--- src/design/epi_pkg.sv ---
// Constants, register map and field layout for the external pin interrupt block.
// Assumes an APB master on pclk and an 8-bit port whose pins arrive asynchronously.
// Overview of operation
// - Polarity bit zero means active low input
// - Trigger bit one edge, zero level detection
// - Sample selected pin, never drive it
// - One pending flag per channel requests interrupt
// - Edge sets flag, vector acknowledge clears it
// - Level mode flag follows active input
// - Still-active level input requests again
// - Three-bit select picks port pin 0..7
package epi_pkg;
	localparam int unsigned EPI_PORT_WIDTH = 8;
	localparam int unsigned EPI_SEL_WIDTH = 3;
	localparam int unsigned EPI_CHANNELS = 2;
	// Byte addresses of the word-aligned registers
	localparam logic [11:0] EPI_ADDR_CONFIG = 12'h000;
	localparam logic [11:0] EPI_ADDR_CONTROL = 12'h004;
	localparam logic [11:0] EPI_ADDR_STATUS = 12'h008;
	localparam logic [11:0] EPI_ADDR_MASK = 12'h00C;
	// Configuration register fields
	localparam int unsigned EPI_A_SEL_LSB = 0;
	localparam int unsigned EPI_A_POL_BIT = 3;
	localparam int unsigned EPI_B_SEL_LSB = 4;
	localparam int unsigned EPI_B_POL_BIT = 7;
	localparam logic [7:0] EPI_CONFIG_RESET = 8'h01;
	// Control register fields: edge selects and pending flags
	localparam int unsigned EPI_A_EDGE_BIT = 0;
	localparam int unsigned EPI_A_PEND_BIT = 1;
	localparam int unsigned EPI_B_EDGE_BIT = 2;
	localparam int unsigned EPI_B_PEND_BIT = 3;
	localparam logic [3:0] EPI_CONTROL_RESET = 4'h0;
	localparam logic [1:0] EPI_STATUS_RESET = 2'h0;
	localparam logic [1:0] EPI_MASK_RESET = 2'h0;
	localparam logic [1:0] EPI_SYNC_RESET = 2'h0;
endpackage

--- src/design/epi_channel.sv ---
// One external interrupt channel: pin select, synchroniser, polarity, detection.
// Assumes the port pins are asynchronous to pclk; the acknowledge is a pclk pulse.
`timescale 1ns/100ps
module epi_channel #(
	parameter int unsigned PORT_WIDTH = epi_pkg::EPI_PORT_WIDTH,
	parameter int unsigned SEL_WIDTH = epi_pkg::EPI_SEL_WIDTH
) (
	input wire logic pclk,
	input wire logic presetn,
	input wire logic [PORT_WIDTH-1:0] port_pins,
	input wire logic [SEL_WIDTH-1:0] pin_select,
	input wire logic polarity,
	input wire logic edge_select,
	input wire logic vector_ack,
	input wire logic sw_write_en,
	input wire logic sw_write_val,
	output logic pending,
	output logic active_edge
);
	// Two-stage synchroniser; only the second stage is looked at
	logic [1:0] sync;
	// Marks that the synchroniser holds real pin samples; its reset zeros would
	// otherwise look active under low polarity and fake a request after reset
	logic [1:0] primed;
	// Previous corrected level, for edge detection
	logic prev_active;
	logic edge_flag;
	// Pin picked by the select field, never driven back
	wire raw_pin = port_pins[pin_select];
	// Corrected level after the second flop
	wire level_active = primed[1] & (polarity ? sync[1] : ~sync[1]);
	wire edge_seen = level_active & ~prev_active;
	// Level mode follows the input; edge mode uses the latched flag
	assign pending = edge_select ? edge_flag : level_active;
	assign active_edge = edge_seen;

	// Synchronise the selected pin before any decoding
	always_ff @(posedge pclk or negedge presetn) begin
		if (!presetn) begin
			sync <= epi_pkg::EPI_SYNC_RESET;
		end else begin
			sync <= {sync[0], raw_pin};
		end
	end

	// Priming shift: high once both synchroniser stages carry pin samples
	always_ff @(posedge pclk or negedge presetn) begin
		if (!presetn) begin
			primed <= epi_pkg::EPI_SYNC_RESET;
		end else begin
			primed <= {primed[0], 1'b1};
		end
	end

	// Edge history; reset to inactive so a pin already active reads as an edge
	always_ff @(posedge pclk or negedge presetn) begin
		if (!presetn) begin
			prev_active <= 1'b0;
		end else begin
			prev_active <= level_active;
		end
	end

	// Edge flag: a new edge wins over acknowledge or software clear
	always_ff @(posedge pclk or negedge presetn) begin
		if (!presetn) begin
			edge_flag <= 1'b0;
		end else if (edge_select && edge_seen) begin
			edge_flag <= 1'b1;
		end else if (vector_ack || !edge_select) begin
			edge_flag <= 1'b0;
		end else if (sw_write_en) begin
			edge_flag <= sw_write_val;
		end
	end

	chk_edge_sets: assert property (@(posedge pclk) disable iff (!presetn)
		edge_select && edge_seen |=> edge_flag)
		else $error("edge did not set pending");
	chk_ack_clears: assert property (@(posedge pclk) disable iff (!presetn)
		edge_select && $past(edge_select) && vector_ack && !edge_seen |=> !edge_flag)
		else $error("acknowledge did not clear pending");
	chk_level_follow: assert property (@(posedge pclk) disable iff (!presetn)
		!edge_select && primed[1] |-> pending == (polarity ? sync[1] : ~sync[1]))
		else $error("level pending does not follow input");
	chk_sync_delay: assert property (@(posedge pclk) disable iff (!presetn)
		$past(presetn) && $stable(pin_select) && $past(pin_select) == pin_select
		|=> sync[1] == $past(port_pins[pin_select], 2))
		else $error("synchroniser delay wrong");
	cov_edge_event: cover property (@(posedge pclk) disable iff (!presetn)
		edge_select && edge_seen ##1 vector_ack);
endmodule

--- src/design/epi_top.sv ---
// Top of the external pin interrupt block: APB slave, registers, two channels.
// Assumes an APB master on pclk and a CPU that pulses a vector acknowledge per channel.
`timescale 1ns/100ps
module epi_top #(
	parameter int unsigned PORT_WIDTH = epi_pkg::EPI_PORT_WIDTH,
	parameter int unsigned SEL_WIDTH = epi_pkg::EPI_SEL_WIDTH
) (
	input wire logic pclk,
	input wire logic presetn,
	input wire logic psel,
	input wire logic penable,
	input wire logic pwrite,
	input wire logic [11:0] paddr,
	input wire logic [31:0] pwdata,
	output logic [31:0] prdata,
	output logic pready,
	output logic pslverr,
	input wire logic [PORT_WIDTH-1:0] port_pins,
	input wire logic ack_irq_a,
	input wire logic ack_irq_b,
	output logic ext_irq_a,
	output logic ext_irq_b,
	output logic irq
);
	// Configuration: selects and polarities, layout as the config register
	logic [7:0] ext_irq_config_reg;
	// Edge selects stored here; pending bits are read live from the channels
	logic irq_a_edge_select;
	logic irq_b_edge_select;
	// Sticky event status and its mask
	logic [1:0] status;
	logic [1:0] mask;
	logic irq_a_pending;
	logic irq_b_pending;
	logic edge_a;
	logic edge_b;

	// Bus decode: zero-wait slave, write takes effect in the access cycle
	wire access = psel & penable;
	wire wr = access & pwrite;
	wire rd = access & ~pwrite;
	wire hit_cfg = paddr == epi_pkg::EPI_ADDR_CONFIG;
	wire hit_ctl = paddr == epi_pkg::EPI_ADDR_CONTROL;
	wire hit_sts = paddr == epi_pkg::EPI_ADDR_STATUS;
	wire hit_msk = paddr == epi_pkg::EPI_ADDR_MASK;
	wire mapped = hit_cfg | hit_ctl | hit_sts | hit_msk;
	wire wr_ctl = wr & hit_ctl;

	// Field extraction from the configuration register
	wire [SEL_WIDTH-1:0] irq_a_pin_select =
		ext_irq_config_reg[epi_pkg::EPI_A_SEL_LSB +: SEL_WIDTH];
	wire [SEL_WIDTH-1:0] irq_b_pin_select =
		ext_irq_config_reg[epi_pkg::EPI_B_SEL_LSB +: SEL_WIDTH];
	wire irq_a_polarity = ext_irq_config_reg[epi_pkg::EPI_A_POL_BIT];
	wire irq_b_polarity = ext_irq_config_reg[epi_pkg::EPI_B_POL_BIT];

	// Control register image: pending flags live, edge selects stored
	wire [3:0] ctl_image = {irq_b_pending, irq_b_edge_select, irq_a_pending, irq_a_edge_select};
	wire [1:0] events = {edge_b, edge_a};
	wire [1:0] sts_clear = (wr & hit_sts) ? pwdata[1:0] : 2'h0;
	// Set wins over clear in the same cycle
	wire [1:0] next_status = (status & ~sts_clear) | events;
	wire [31:0] next_prdata =
		hit_cfg ? {24'h000000, ext_irq_config_reg} :
		hit_ctl ? {28'h0000000, ctl_image} :
		hit_sts ? {30'h00000000, status} :
		hit_msk ? {30'h00000000, mask} : 32'h00000000;

	epi_channel #(.PORT_WIDTH(PORT_WIDTH), .SEL_WIDTH(SEL_WIDTH)) u_chan_a (
		.pclk(pclk),
		.presetn(presetn),
		.port_pins(port_pins),
		.pin_select(irq_a_pin_select),
		.polarity(irq_a_polarity),
		.edge_select(irq_a_edge_select),
		.vector_ack(ack_irq_a),
		.sw_write_en(wr_ctl),
		.sw_write_val(pwdata[epi_pkg::EPI_A_PEND_BIT]),
		.pending(irq_a_pending),
		.active_edge(edge_a)
	);

	epi_channel #(.PORT_WIDTH(PORT_WIDTH), .SEL_WIDTH(SEL_WIDTH)) u_chan_b (
		.pclk(pclk),
		.presetn(presetn),
		.port_pins(port_pins),
		.pin_select(irq_b_pin_select),
		.polarity(irq_b_polarity),
		.edge_select(irq_b_edge_select),
		.vector_ack(ack_irq_b),
		.sw_write_en(wr_ctl),
		.sw_write_val(pwdata[epi_pkg::EPI_B_PEND_BIT]),
		.pending(irq_b_pending),
		.active_edge(edge_b)
	);

	// Configuration and control writes
	always_ff @(posedge pclk or negedge presetn) begin
		if (!presetn) begin
			ext_irq_config_reg <= epi_pkg::EPI_CONFIG_RESET;
			irq_a_edge_select <= epi_pkg::EPI_CONTROL_RESET[epi_pkg::EPI_A_EDGE_BIT];
			irq_b_edge_select <= epi_pkg::EPI_CONTROL_RESET[epi_pkg::EPI_B_EDGE_BIT];
			mask <= epi_pkg::EPI_MASK_RESET;
		end else begin
			if (wr & hit_cfg) begin
				ext_irq_config_reg <= pwdata[7:0];
			end
			if (wr_ctl) begin
				irq_a_edge_select <= pwdata[epi_pkg::EPI_A_EDGE_BIT];
				irq_b_edge_select <= pwdata[epi_pkg::EPI_B_EDGE_BIT];
			end
			if (wr & hit_msk) begin
				mask <= pwdata[1:0];
			end
		end
	end

	// Sticky edge status
	always_ff @(posedge pclk or negedge presetn) begin
		if (!presetn) begin
			status <= epi_pkg::EPI_STATUS_RESET;
		end else begin
			status <= next_status;
		end
	end

	// Registered bus answers: ready low in reset and high from the first clock after it, error on unmapped access
	always_ff @(posedge pclk or negedge presetn) begin
		if (!presetn) begin
			prdata <= 32'h00000000;
			pready <= 1'b0;
			pslverr <= 1'b0;
		end else begin
			pready <= 1'b1;
			prdata <= (psel & ~penable & ~pwrite) ? next_prdata : prdata;
			// Held through the access cycle so the master sees it at its pready edge
			pslverr <= psel & ~mapped;
		end
	end

	// Interrupt requests to the CPU, registered
	always_ff @(posedge pclk or negedge presetn) begin
		if (!presetn) begin
			ext_irq_a <= 1'b0;
			ext_irq_b <= 1'b0;
			irq <= 1'b0;
		end else begin
			ext_irq_a <= irq_a_pending;
			ext_irq_b <= irq_b_pending;
			irq <= |(next_status & mask);
		end
	end

	chk_req_follows: assert property (@(posedge pclk) disable iff (!presetn)
		##1 ext_irq_a == $past(irq_a_pending))
		else $error("channel a request does not track pending");
	chk_level_again: assert property (@(posedge pclk) disable iff (!presetn)
		!irq_b_edge_select && irq_b_pending && ack_irq_b |=> ext_irq_b)
		else $error("still active level input lost its request");
	chk_status_sticky: assert property (@(posedge pclk) disable iff (!presetn)
		edge_a |=> status[0])
		else $error("edge event lost from status");
	chk_irq_mask: assert property (@(posedge pclk) disable iff (!presetn)
		##1 irq == |($past(next_status) & $past(mask)))
		else $error("interrupt output does not match masked status");
	chk_cfg_write: assert property (@(posedge pclk) disable iff (!presetn)
		wr && hit_cfg |=> ext_irq_config_reg == $past(pwdata[7:0]))
		else $error("configuration write lost");
	chk_edge_write: assert property (@(posedge pclk) disable iff (!presetn)
		wr_ctl |=> irq_b_edge_select == $past(pwdata[epi_pkg::EPI_B_EDGE_BIT]))
		else $error("edge select write lost");
	cov_level_b: cover property (@(posedge pclk) disable iff (!presetn)
		!irq_b_edge_select && ext_irq_b);
	cov_masked_irq: cover property (@(posedge pclk) disable iff (!presetn) irq);
	cov_unmapped: cover property (@(posedge pclk) disable iff (!presetn) pslverr);
endmodule

--- config.mk ---
export PLATFORM = sky130hd
export DESIGN_NAME = epi_top
export DESIGN_NICKNAME = d
export VERILOG_FILES = /design/src/design/epi_pkg.sv /design/src/design/epi_channel.sv /design/src/design/epi_top.sv
export SDC_FILE = /design/constraint.sdc
export NUM_CORES = 1
export LEC_CHECK = 0
export ABC_AREA = 1
export CAP_MARGIN = 20
export CORE_ASPECT_RATIO = 1.25
export CORE_UTILIZATION = 30
export CTS_CLUSTER_DIAMETER = 150
export DETAILED_ROUTE_END_ITERATION = 8
export DONT_BUFFER_PORTS = 1
export SLEW_MARGIN = 10
export SYNTH_ARGS = -nofsm -noshare
export SYNTH_HDL_FRONTEND = slang
export SYNTH_SLANG_ARGS = --single-unit
--- constraint.sdc ---
create_clock -name pclk -period 1.08 [get_ports pclk]
set_input_delay 0.216 -clock pclk [delete_from_list [all_inputs] [get_ports pclk]]
set_output_delay 0.216 -clock pclk [all_outputs]
set_load 0.005 [all_outputs]
# Word-level counts from Yosys, hierarchy flattened

Cells that the tools add are included.

Order comparisons: 2
Equality and inequality tests: 3
Muxes and demuxes: 19
Bitwise operators: 27
Reductions and logical operators: 10

Operators with widths:

| cell                                                                 | number |
|---|---|
| 12-bit by 4-bit == test with 1-bit output, second input constant     | 2 |
| 1-bit AND                                                            | 13 |
| 12-bit by 3-bit == test with 1-bit output, second input constant     | 1 |
| 12-bit logical NOT                                                   | 1 |
| 1-bit two-way mux                                                    | 12 |
| 3-bit by 4-bit < comparator with 1-bit output, second input constant | 2 |
| 8-bit two-way mux                                                    | 1 |
| 1-bit inverter                                                       | 7 |
| 1-bit binary-select mux with 3-bit select                            | 2 |
| 2-bit two-way mux                                                    | 3 |
| 3-bit nonzero test                                                   | 2 |
| 2-bit AND                                                            | 2 |
| 4-bit two-way mux                                                    | 1 |
| 1-bit bitwise OR                                                     | 3 |
| 1-bit logical AND                                                    | 2 |
| 1-bit logical NOT                                                    | 2 |
| 1-bit logical OR                                                     | 2 |
| 2-bit inverter                                                       | 1 |
| 2-bit bitwise OR                                                     | 1 |
| 2-bit OR reduction                                                   | 1 |

Register bits: 63
Bits of input ports: 59
Output and inout bits: 37
Logic and storage cells: 80

# Depth between registers and ports, before layout

Gate-level depths: netlist (run 1).

Word-level depth: 9
Gate-level depth with buffers: 10
Depth with buffers taken out: 9

# Cells and area by module

Synthesis (run 1) repeated with hierarchy kept, for this count alone.

Cells, all modules: 280
Area total of the unflattened synthesis: 2148.3 um^2

By module, submodules not included:

| module      | times used | cells an instance | area an instance (um^2) |
|---|---|---|---|
| epi_top     | 1          | 174               | 1472.7 |
| epi_channel | 2          | 53                | 337.8 |

# Least setup slack after synthesis (run 1)

OpenSTA, ideal clock, no wires.

Path kind: register -> register
Start point: reg ext_irq_config_reg[0]
End point: reg u_chan_a.sync[0]
Data arrival time: 1056 ps
Setup slack: -102 ps
Stages on the path, launching flop included: 7
Path buffers: 1
Period minus slack after synthesis: 1182 ps
Cell sequence: dfstp_2 -> clkbuf_1 -> a21oi_1 -> o21ai_0 -> o21ai_0 -> nor2_1 -> a21oi_1

Longest elaborated chain between the ends: 2

RTL lines:

| element                                   | RTL line          | text |
|---|---|---|
| start, declared                           | epi_top.sv:26     | `logic [7:0] ext_irq_config_reg;` |
| start signal, assigned                    | epi_top.sv:100    | `ext_irq_config_reg <= epi_pkg::EPI_CONFIG_RESET;` |
| start signal, assigned                    | epi_top.sv:106    | `ext_irq_config_reg <= pwdata[7:0];` |
| 1-bit binary-select mux with 3-bit select | epi_channel.sv:29 | `wire raw_pin = port_pins[pin_select];` |
| 1-bit two-way mux (not written as such)   | epi_channel.sv:29 |  |
| via u_chan_a.raw_pin                      | epi_channel.sv:29 |  |
| end signal, assigned                      | epi_channel.sv:40 | `sync <= epi_pkg::EPI_SYNC_RESET;` |
| end signal, assigned                      | epi_channel.sv:42 | `sync <= {sync[0], raw_pin};` |
| end, declared                             | epi_channel.sv:21 | `logic [1:0] sync;` |

The timed path passes the listed nets, and every way through them passes these cells. The select of a mux whose other input is x is not followed.
A chain may end at the register's enable or synchronous reset.

# Worst setup path after layout (run 1)

Same ends and word-level chain as after synthesis.

==> impl_metrics.csv, run 1 <==
group,metric,value,unit
timing,clock-skew-final,0.008718,ns
clock_network,tritoncts,"built",
detailed_routing,first_drt_iteration_drcs,76,
outcome,failed_checks,"hold timing, setup timing",
yosys,dominantRegCellSynth,"dfrtp_1",
final_layout,num_antenna_cells,0,
final_layout,nets,329,
worst_setup_path,worstPathMaxFanout,8,
clock_network,cts.clk_slew.worst_paths,0.08,ns
worst_setup_path,worst-r2r-setup-slack,-0.008,ns
final_layout,finish.cell_count_without_fillers,358,
worst_setup_path,worstReg2RegEnd,"u_chan_a.sync[0]",
yosys,postSynthAreaPerCell,8.025,sq um
worst_setup_path,timing.critical_path.to,"u_chan_a.sync[0]",
timing,final_hold_viol_count,36,
floorplanning,core_region_area,6606,sq um
floorplanning,floorplan.rows,33,
placement,gpl.final_weighted_congestion,0.7954,
yosys,yosysSeqAreaShare,0.4391,
detailed_routing,drc,0,
timing,timing.setup.tns,-0.01283,ns
pwr,powerDensity,1180,nW/um^2
pwr,leakage_power_of_the_design,0.001186,uW
min_path,hold_class,"input pin to async pin",
placement,area_post_placement,2140,sq um
worst_setup_path,worst_setup_path_start_kind,"flip-flop",
placement,port-buffer-count,0,
final_layout,fill_cells,708,
floorplanning,die-area,7185,sq um
yosys,synthMostInstantiatedCell,"nand2_1",
clock_network,clock_sink_total,36,
timing,postLayoutSetupSlackWorst,-0.007511,ns
floorplanning,start_util,0.3110,
yosys,post_synth_main_area_contributors,"dfrtp_1 (43%), nand2_1 (11%), buf_4 (8.8%)",
placement,dp_cells,348,
pwr,worst_ir_drop_vdd,594.4,uV
outcome,run_status,"complete, but fails checks",
yosys,synthesis.yosys.warnings,0,
flow_run,max_cap_viol_count,0,
detailed_routing,total_routed_length,4.119,mm
timing,timing.final.setup_violations,2,
worst_setup_path,type_of_the_worst_setup_path,"flip-flop to flip-flop",
final_layout,post-route-cell-area,2306,sq um
timing,maxClockFrequency,919.5,MHz
floorplanning,top_level_ports,96,
timing,time_the_worst_path_needs_with_i_o_delays_and_setup,1.088,ns
final_layout,post_route_cells_drive_above_1_share,0.2399,
detailed_routing,remaining_antenna_violation_count_after_routing,0,
yosys,edff_count_synth,0,
worst_setup_path,timing.critical_path.required,1.26,ns
global_routing,grt_util_all_layers,0.1181,
clock_network,clock_latency_on_the_worst_skew_pair,0.29,ns
yosys,synthesis.instances,256,
worst_setup_path,timing.reg2reg.worst_path_depth,5,
global_routing,grt.overflow.total,0,
detailed_routing,avgViaCountPerCell,4.332,
floorplanning,die_x,76.02,microns
global_routing,vias_in_the_first_global_route,1411,
placement,dpl.hpwl,3.190,mm
detailed_routing,route.vias.total,1551,
final_layout,syn_to_final_growth,12.24,%
worst_setup_path,crit_end_element,"flip-flop",
clock_network,clock_tree_root_driver_cell,"clkbuf_8",
clock_network,cts-htree-levels,2,
worst_setup_path,cp.arrival,1.26,ns
yosys,synth_seq_cells,36,
clock_network,numCtsBuffers,5,
worst_setup_path,worstReg2RegStart,"ext_irq_config_reg[0]",
floorplanning,dieHeight,94.52,microns
yosys,share_of_synthesized_flip_flops_with_an_asynchronous_set_or_reset,1.000,
yosys,synth.largest_area_cell,"dfrtp_1",
yosys,synth.lib_cells_used.distinct,30,
timing,finalMaxSlewViolations,0,
yosys,synth.top_cell.area_share,0.4263,
global_routing,global_route_wire_length_before_repair,6.541,mm
detailed_routing,wire_per_inst,11.51,microns
timing,period_utilization_post_route,1.007,
timing,hold-worst-slack,-0.3845,ns
yosys,post_synth_instance_area,2054,sq um
detailed_routing,detailed_routing_iterations_pass_1,4,
yosys,ys_top_cells_by_count,"nand2_1 (60), dfrtp_1 (35), inv_1 (32), buf_4 (24), nor2_1 (18)",
clock_network,max_clock_buf_depth,2,
timing,rsz0062_at_grt,"yes",
global_routing,maximum_number_of_pins_on_one_net_before_global_route_repair,37,
global_routing,initial_antenna_violation_count,0,
worst_setup_path,setup.worst_path.start,"ext_irq_config_reg[0]",
worst max-delay path, cell delays in order (launching register included):
cell	delay, ns
dfstp_2	0.61
a21oi_1	0.08
o21ai_0	0.07
o21ai_1	0.08
nor2_1	0.09
a21oi_1	0.04
final cells by class:
cell class / count / area (sq um) / share of cell area
clock buffer: 5 / 68.82 / 0.02984
inverter: 37 / 138.9 / 0.06023
sequential: 36 / 902.1 / 0.3912
timing repair buffer: 12 / 118.9 / 0.05155
multi-input combinational: 178 / 925.9 / 0.4015
tap: 87 / 108.9 / 0.04721
clock inverter: 3 / 42.54 / 0.01845
cell usage in the layout (no fill, tap or decap), types with 2 or more instances in the layout:
cell type / synthesis / layout
a21oi_1: 6 / 6
o31ai_1: 3 / 3
nand2_4: 2 / 2
nand4_1: 3 / 3
dfrtp_1: 35 / 35
nor2_2: 5 / 5
conb_1: 2 / 25
nand3_2: 1 / 4
buf_12: 0 / 2
inv_2: 5 / 9
a21oi_2: 4 / 4
o21ai_2: 5 / 6
buf_4: 24 / 9
inv_1: 32 / 28
nand2_1: 60 / 56
nand3_1: 12 / 9
nor2_4: 3 / 4
o21ai_0: 16 / 12
nor2_1: 18 / 17
nand2_2: 2 / 6
clkbuf_8: 0 / 5
o21ai_1: 6 / 9
worst min path at each step:
stage                  from                  to  slack [ns]  cells past startpoint
finish              presetn           ext_irq_b       -0.38                      0
global route        presetn    u_chan_b.sync[0]       -0.41                      0
CTS                 presetn  u_chan_a.primed[1]       -0.40                      0
detailed placement  presetn           ext_irq_b       -0.08                      0
global placement    presetn           ext_irq_b       -0.08                      0
floorplan           presetn           ext_irq_a       -0.08                      0
logic make-up after synthesis:
logic type,count (synthesis),share of synthesized area
AO/OA/AOI/OAI,42,0.1248
buffers and inverters,65,0.1699
flip-flops,36,0.4391
other,2,0.003655
AND/OR/NAND/NOR,111,0.2625
timing repair:
item | CTS | global route
resized for setup | 7 | 12
pin swaps | 3 | 8
setup buffers | 1 | 1
endpoints found under the hold margin | 36 | 36
endpoints found under the setup margin | 5 | 9
per-layer routing:
layer / track usage / routed length [microns] / share of wire
met1: 0.1346 / 1763 / 0.43
met2: 0.2106 / 2038 / 0.49
met3: 0.03188 / 258 / 0.063
met4: 0.04808 / 59 / 0.014
met5: 0 / 0 / 0
report_power, final:
group / switching (uW) / total [uW] / internal, uW
Combinational: 98.5 / 155 / 56.9
Clock: 489 / 1170 / 683
Sequential: 18.9 / 1390 / 1380
Total: 607 / 2720 / 2120
through the flow:
| stage | utilization | power, uW | setup slack, ns |
|---|---|---|---|
| finish | 0.3491 | 2722 | -0.007511 |
| global route | 0.3491 | 2849 | -0.1192 |
| CTS | 0.3445 | 2754 | -0.0002537 |
| detailed placement | 0.3239 | 1565 | -0.1512 |
| global placement | 0.3239 | 1564 | -0.1108 |
| floorplan | - | 1593 | 0.01027 |
Note: power is estimated with default switching activity, not from simulation.
==> run 2, diff against run 1 <==
Settings changed: CORE_MARGIN from default to 2.
==> run 2 against run 1 <==
Against the previous run:
- the flow finishes with violations (setup timing)
- routed wire length increased by 1.9%
- die area up 4.8%
- critical endpoint is now u_chan_a.edge_flag
- critical path depth grew 3
- first-iteration DRC count fell by 22%
- clock power shrank 15%
- clock-buffer cell count increased by 2
- setup slack worse by 0.012 ns
- combinational power up 25%
- register-to-register slack barely moved
- non-clock buffer count up 2
==> impl_metrics.csv, run 2 (synthesis gave the netlist of run 1 again) <==
group,metric,value,unit
outcome,run_status,"complete, but fails checks",
outcome,failed_checks,"setup timing",
global_routing,global_route_wire_length_before_repair,6.672,mm
worst_setup_path,cp.arrival,1.28,ns
clock_network,numCtsBuffers,5,
worst_setup_path,worst-r2r-setup-slack,-0.02,ns
detailed_routing,avgViaCountPerCell,4.294,
worst_setup_path,crit_end_element,"flip-flop",
detailed_routing,remaining_antenna_violation_count_after_routing,0,
timing,clock-skew-final,0.006629,ns
final_layout,num_antenna_cells,0,
clock_network,clock_tree_root_driver_cell,"clkbuf_8",
detailed_routing,wire_per_inst,11.66,microns
floorplanning,core_region_area,6606,sq um
detailed_routing,met2_length,2.043,mm
timing,timing.final.setup_violations,3,
final_layout,mostFrequentLayoutCells,"nand2_1 (57), dfrtp_1 (35), inv_1 (31)",
floorplanning,top_level_ports,96,
worst_setup_path,cp_top_family,"simple AND/OR/NAND/NOR gates",
min_path,worst_min_delay_path_startpoint,"psel",
timing,postLayoutSetupSlackWorst,-0.01921,ns
detailed_routing,route.top_layer_used,"met4",
detailed_routing,met3RoutedLength,344,microns
global_routing,vias_in_the_first_global_route,1445,
clock_network,cts-htree-levels,2,
placement,gpl.final_weighted_congestion,0.7978,
floorplanning,floorplan.rows,33,
detailed_routing,detailed_routing_iterations_pass_1,4,
global_routing,maximum_number_of_pins_on_one_net_before_global_route_repair,37,
worst_setup_path,worstReg2RegStart,"ext_irq_config_reg[3]",
timing,timing.setup.tns,-0.03246,ns
detailed_routing,route.vias.total,1546,
detailed_routing,first_drt_iteration_drcs,59,
detailed_routing,total_routed_length,4.198,mm
pwr,leakage_power_of_the_design,0.001189,uW
timing,final_hold_viol_count,0,
timing,rsz0062_at_grt,"yes",
worst_setup_path,worst_setup_path_start_kind,"flip-flop",
timing,maxClockFrequency,909.7,MHz
clock_network,cts.clk_slew.worst_paths,0.07,ns
min_path,whs_path_depth,2,
timing,time_the_worst_path_needs_with_i_o_delays_and_setup,1.099,ns
global_routing,initial_antenna_violation_count,0,
final_layout,fill_cells,712,
worst_setup_path,slowest_stage,"dfrtp_1",
worst_setup_path,timing.reg2reg.worst_path_depth,8,
floorplanning,start_util,0.3110,
flow_run,max_cap_viol_count,0,
detailed_routing,drc,0,
final_layout,syn_to_final_growth,12.48,%
worst_setup_path,timing.critical_path.required,1.26,ns
worst_setup_path,worstPathMaxFanout,2,
clock_network,tritoncts,"built",
worst_setup_path,worst_path_most_repeated_cell,"nand2_1",
final_layout,mostFrequentLayoutCell,"nand2_1",
clock_network,max_clock_buf_depth,2,
timing,period_utilization_post_route,1.018,
placement,port-buffer-count,0,
min_path,hold_end,"pslverr",
global_routing,grt_util_all_layers,0.1159,
global_routing,grt.overflow.total,0,
timing,finalMaxSlewViolations,0,
floorplanning,die_x,78.02,microns
placement,placement.setup.worst_slack,-0.1309,ns
final_layout,multi_input_comb_area,922.1,sq um
min_path,hold_class,"input pin to flip-flop",
floorplanning,die-area,7530,sq um
clock_network,clock_sink_total,36,
pwr,powerDensity,1118,nW/um^2
placement,dpl.hpwl,3.250,mm
clock_network,clock_latency_on_the_worst_skew_pair,0.29,ns
final_layout,sequential_cell_area,902.1,sq um
pwr,worst_ir_drop_vdd,612.5,uV
final_layout,post_route_cells_drive_above_1_share,0.2234,
worst_setup_path,timing.critical_path.slowest_cell_delay,0.39,ns
detailed_routing,routedLengthMet1,1.752,mm
worst_setup_path,worstReg2RegEnd,"u_chan_a.edge_flag",
worst_setup_path,cp_cell_sequence,"inv_1 > nand2_2 > nand3_2 > nor2_4 > nand2_1 > nand3_1 > nand2_1 > o21ai_1",
final_layout,nets,331,
floorplanning,dieHeight,96.52,microns
worst_setup_path,type_of_the_worst_setup_path,"flip-flop to flip-flop",
worst_setup_path,critical_path.n_buffers_inverters,1,
run 2: cell count changes in the layout (fill, tap and decap cells not counted), sizes merged:
cell / change
buf: +1
bufinv: -1
clkbuf: +2
clkinv: -1
dlygate4sd3: +1
run 2: worst max path at each step:
| stage | start | cells after the start | endpoint |
|---|---|---|---|
| 2_1_floorplan | ext_irq_config_reg[0] | 6 | u_chan_a.sync[0] |
| 3_3_place_gp | paddr[9] | 7 | ext_irq_config_reg[3] |
| 3_5_place_dp | paddr[5] | 8 | mask[0] |
| 4_1_cts | ext_irq_config_reg[3] | 8 | u_chan_a.edge_flag |
| 5_1_grt | u_chan_a.sync[1] | 8 | prdata[1] |
| 6_report | ext_irq_config_reg[3] | 8 | u_chan_a.edge_flag |
run 2: what timing repair did:
item | CTS | global route
pin swaps | 1 | 8
resized for setup | 3 | 10
setup buffers | 0 | 2
endpoints found under the setup margin | 5 | 8
endpoints found under the hold margin | 36 | 36
run 2: power breakdown:
| group | switching, uW | internal, uW |
|---|---|---|
| Clock | 479 | 518 |
| Sequential | 18.5 | 1380 |
| Combinational | 126 | 67.2 |
run 2: layer usage:
layer,global-route usage,up-vias
met5,0,-
li1,-,784
met1,0.1309,700
met2,0.2011,57
met4,0.04825,0
met3,0.03996,5
run 2: per-stage QoR:
step	total power [uW]	hold slack, ns	area (sq um)	util	std cells
2_1_floorplan	1593	-0.07959	2151	-	279
3_3_place_gp	1564	-0.07784	2140	0.3239	348
3_5_place_dp	1566	-0.07773	2140	0.3239	348
4_1_cts	2571	-0.3963	2241	0.3392	356
5_1_grt	2721	0.04280	2311	0.3498	360
6_report	2584	0.05348	2311	0.3498	360
run 2: cell type report:
class,instances,area share
clock inverter,1,0.003249
clock buffer,7,0.03736
tap,87,0.04710
multi-input combinational,178,0.3990
timing repair buffer,14,0.06280
sequential,36,0.3904
inverter,37,0.06010
==> run 3, diff against run 2 <==
Settings changed: ABC_AREA 1 to default.
==> run 3 against run 2 <==
Against the previous run:
- the flow finishes with violations (hold timing, setup timing)
- sequential share of layout area down 1.0 points
- setup slack worse by 0.39 ns
- synthesized area down 9.3%
- critical path depth down 5
- critical path type is now input pin to flip-flop
- largest cell class unchanged
==> impl_metrics.csv, run 3 <==
group,metric,value,unit
outcome,run_status,"complete, but fails checks",
outcome,failed_checks,"hold timing, setup timing",
detailed_routing,route.vias.total,1262,
final_layout,nets,247,
timing,final_hold_viol_count,36,
global_routing,vias_in_the_first_global_route,1311,
yosys,synthesis.instances,161,
worst_setup_path,type_of_the_worst_setup_path,"input pin to flip-flop",
clock_network,cts-htree-levels,2,
yosys,synth.lib_cells_used.distinct,38,
detailed_routing,wire_per_inst,15.92,microns
yosys,post_synth_instance_area,1864,sq um
floorplanning,core_region_area,6086,sq um
detailed_routing,detailed_routing_iterations_pass_1,3,
global_routing,grt_util_all_layers,0.1304,
worst_setup_path,worstPathMaxFanout,6,
floorplanning,start_util,0.3063,
clock_network,clock_sink_total,36,
yosys,dominantRegCellSynth,"dfrtp_1",
pwr,worst_ir_drop_vdd,503.9,uV
worst_setup_path,cp.arrival,1.66,ns
floorplanning,dieHeight,92.14,microns
pwr,leakage_power_of_the_design,0.001043,uW
yosys,synth.largest_area_cell,"dfrtp_1",
global_routing,global_route_wire_length_before_repair,6.596,mm
detailed_routing,drc,0,
timing,finalMaxSlewViolations,0,
placement,gpl.final_weighted_congestion,0.7360,
final_layout,num_antenna_cells,0,
timing,time_the_worst_path_needs_with_i_o_delays_and_setup,1.493,ns
global_routing,maximum_number_of_pins_on_one_net_before_global_route_repair,37,
placement,port-buffer-count,0,
global_routing,grt.overflow.total,0,
detailed_routing,avgViaCountPerCell,4.606,
final_layout,syn_to_final_growth,27.85,%
worst_setup_path,timing.critical_path.required,1.25,ns
yosys,synth.top_cell.area_share,0.4698,
pwr,powerDensity,1036,nW/um^2
timing,maxClockFrequency,670.0,MHz
floorplanning,top_level_ports,96,
clock_network,cts.clk_slew.worst_paths,0.07,ns
detailed_routing,remaining_antenna_violation_count_after_routing,0,
final_layout,mostFrequentLayoutCell,"dfrtp_1",
final_layout,mostFrequentLayoutCells,"dfrtp_1 (32), buf_4 (26), conb_1 (25)",
final_layout,post-route-util,0.3917,
yosys,yosysSeqAreaShare,0.4839,
flow_run,max_cap_viol_count,0,
worst_setup_path,crit_end_element,"flip-flop",
yosys,synthMostInstantiatedCell,"dfrtp_1",
yosys,synth_seq_cells,36,
global_routing,initial_antenna_violation_count,0,
clock_network,max_clock_buf_depth,2,
yosys,share_of_synthesized_flip_flops_with_an_asynchronous_set_or_reset,1.000,
clock_network,tritoncts,"built",
final_layout,finish.cell_count_without_fillers,274,
yosys,post_synth_main_area_contributors,"dfrtp_1 (47%), buf_4 (9.7%), mux2_2 (7.2%)",
min_path,hold_class,"input pin to async pin",
worst_setup_path,worst_setup_path_start_kind,"input pin",
yosys,synthesis.yosys.warnings,0,
timing,hold-worst-slack,-0.3785,ns
clock_network,clock_latency_on_the_worst_skew_pair,0.29,ns
timing,postLayoutSetupSlackWorst,-0.4125,ns
floorplanning,floorplan.rows,32,
timing,timing.final.setup_violations,24,
placement,dpl.hpwl,3.097,mm
yosys,postSynthAreaPerCell,11.58,sq um
final_layout,post-route-cell-area,2384,sq um
clock_network,clock_tree_root_driver_cell,"clkbuf_8",
clock_network,numCtsBuffers,5,
placement,dp_cells,261,
worst_setup_path,worst-r2r-setup-slack,-0.40,ns
timing,rsz0062_at_grt,"yes",
detailed_routing,first_drt_iteration_drcs,29,
timing,period_utilization_post_route,1.382,
yosys,edff_count_synth,0,
floorplanning,die_x,74.51,microns
floorplanning,die-area,6865,sq um
detailed_routing,total_routed_length,4.362,mm
final_layout,post_route_cells_drive_above_1_share,0.4392,
placement,area_post_placement,2087,sq um
yosys,ys_top_cells_by_count,"dfrtp_1 (35), buf_4 (24), nand2_1 (17), mux2_2 (12)",
timing,clock-skew-final,0.005424,ns
[run 3: changes by cell type after synthesis, sizes merged, moves of 5 or more]
cell / change
nor2: -19
mux4: +5
mux2: +14
o21ai: -20
a21oi: -10
nand3: -12
inv: -35
nand2: -47
[run 3: worst max-delay path: stages]
cell and delay, ns:
or4b_1 0.51, or4_4 0.60, mux2_4 0.33
[run 3: layout make-up]
type                    instances  area, sq um
clock buffers                   7        76.32
repair buffers                 27        210.2
well taps                      85        106.4
multi-input cells             116         1072
inverters                       2        7.507
flip-flops and latches         36        905.9
fillers                       596         3702
clock inverters                 1        5.005
[run 3: timing repair]
action	in CTS	in global routing
pin swaps	10	9
buffers inserted	2	5
setup endpoints to repair	24	25
hold endpoints to repair	36	36
resized for setup	17	16
[run 3: metrics by stage]
| step | total power, uW | setup slack, ns | hold slack (ns) | setup TNS (ns) |
|---|---|---|---|---|
| floorplan | 1572 | -0.7139 | -0.07959 | -9.217 |
| global placement | 1523 | -0.6879 | -0.07856 | -11.07 |
| detailed placement | 1523 | -0.6995 | -0.07848 | -10.85 |
| CTS | 2477 | -0.4033 | -0.3928 | -4.272 |
| global route | 2578 | -0.4352 | -0.4028 | -5.029 |
| finish | 2469 | -0.4125 | -0.3785 | -4.246 |
[run 3: final timing paths]
check | from | to | cells after the start
hold reg to reg | u_chan_b.sync[0] | u_chan_b.sync[1] | 0
setup / recovery | paddr[0] | irq_a_edge_select | 3
hold / removal | presetn | mask[0] | 0
setup reg to reg | ext_irq_config_reg[0] | u_chan_a.sync[0] | 2
min in group pclk | paddr[3] | prdata[2] | 1
max in group asynchronous | presetn | ext_irq_config_reg[0] | 0
[run 3: where the power goes]
part | total, uW | switching [uW] | internal (uW)
Sequential | 1390 | 15.3 | 1370
Clock | 924 | 472 | 453
Combinational | 159 | 80.3 | 78.8
[run 3: cell families (layout without fill, tap and decap cells)]
kind of cell,Yosys count,in the layout,synth area share
xor gates and xnor gates,2,2,0.009398
and+or+nand+nor,49,49,0.1457
AOI/OAI and AO/OA,18,18,0.06778
buffers and inverters,32,37,0.1221
muxes,22,22,0.1671
DFF,36,36,0.4839
other,2,25,0.004028
[run 3: layer usage]
metal,GRT usage,wire length (microns),share of wire
met1,0.1537,1593,0.37
met2,0.2117,2289,0.52
met3,0.04945,394,0.090
met5,0,0,0
met4,0.04911,84,0.019
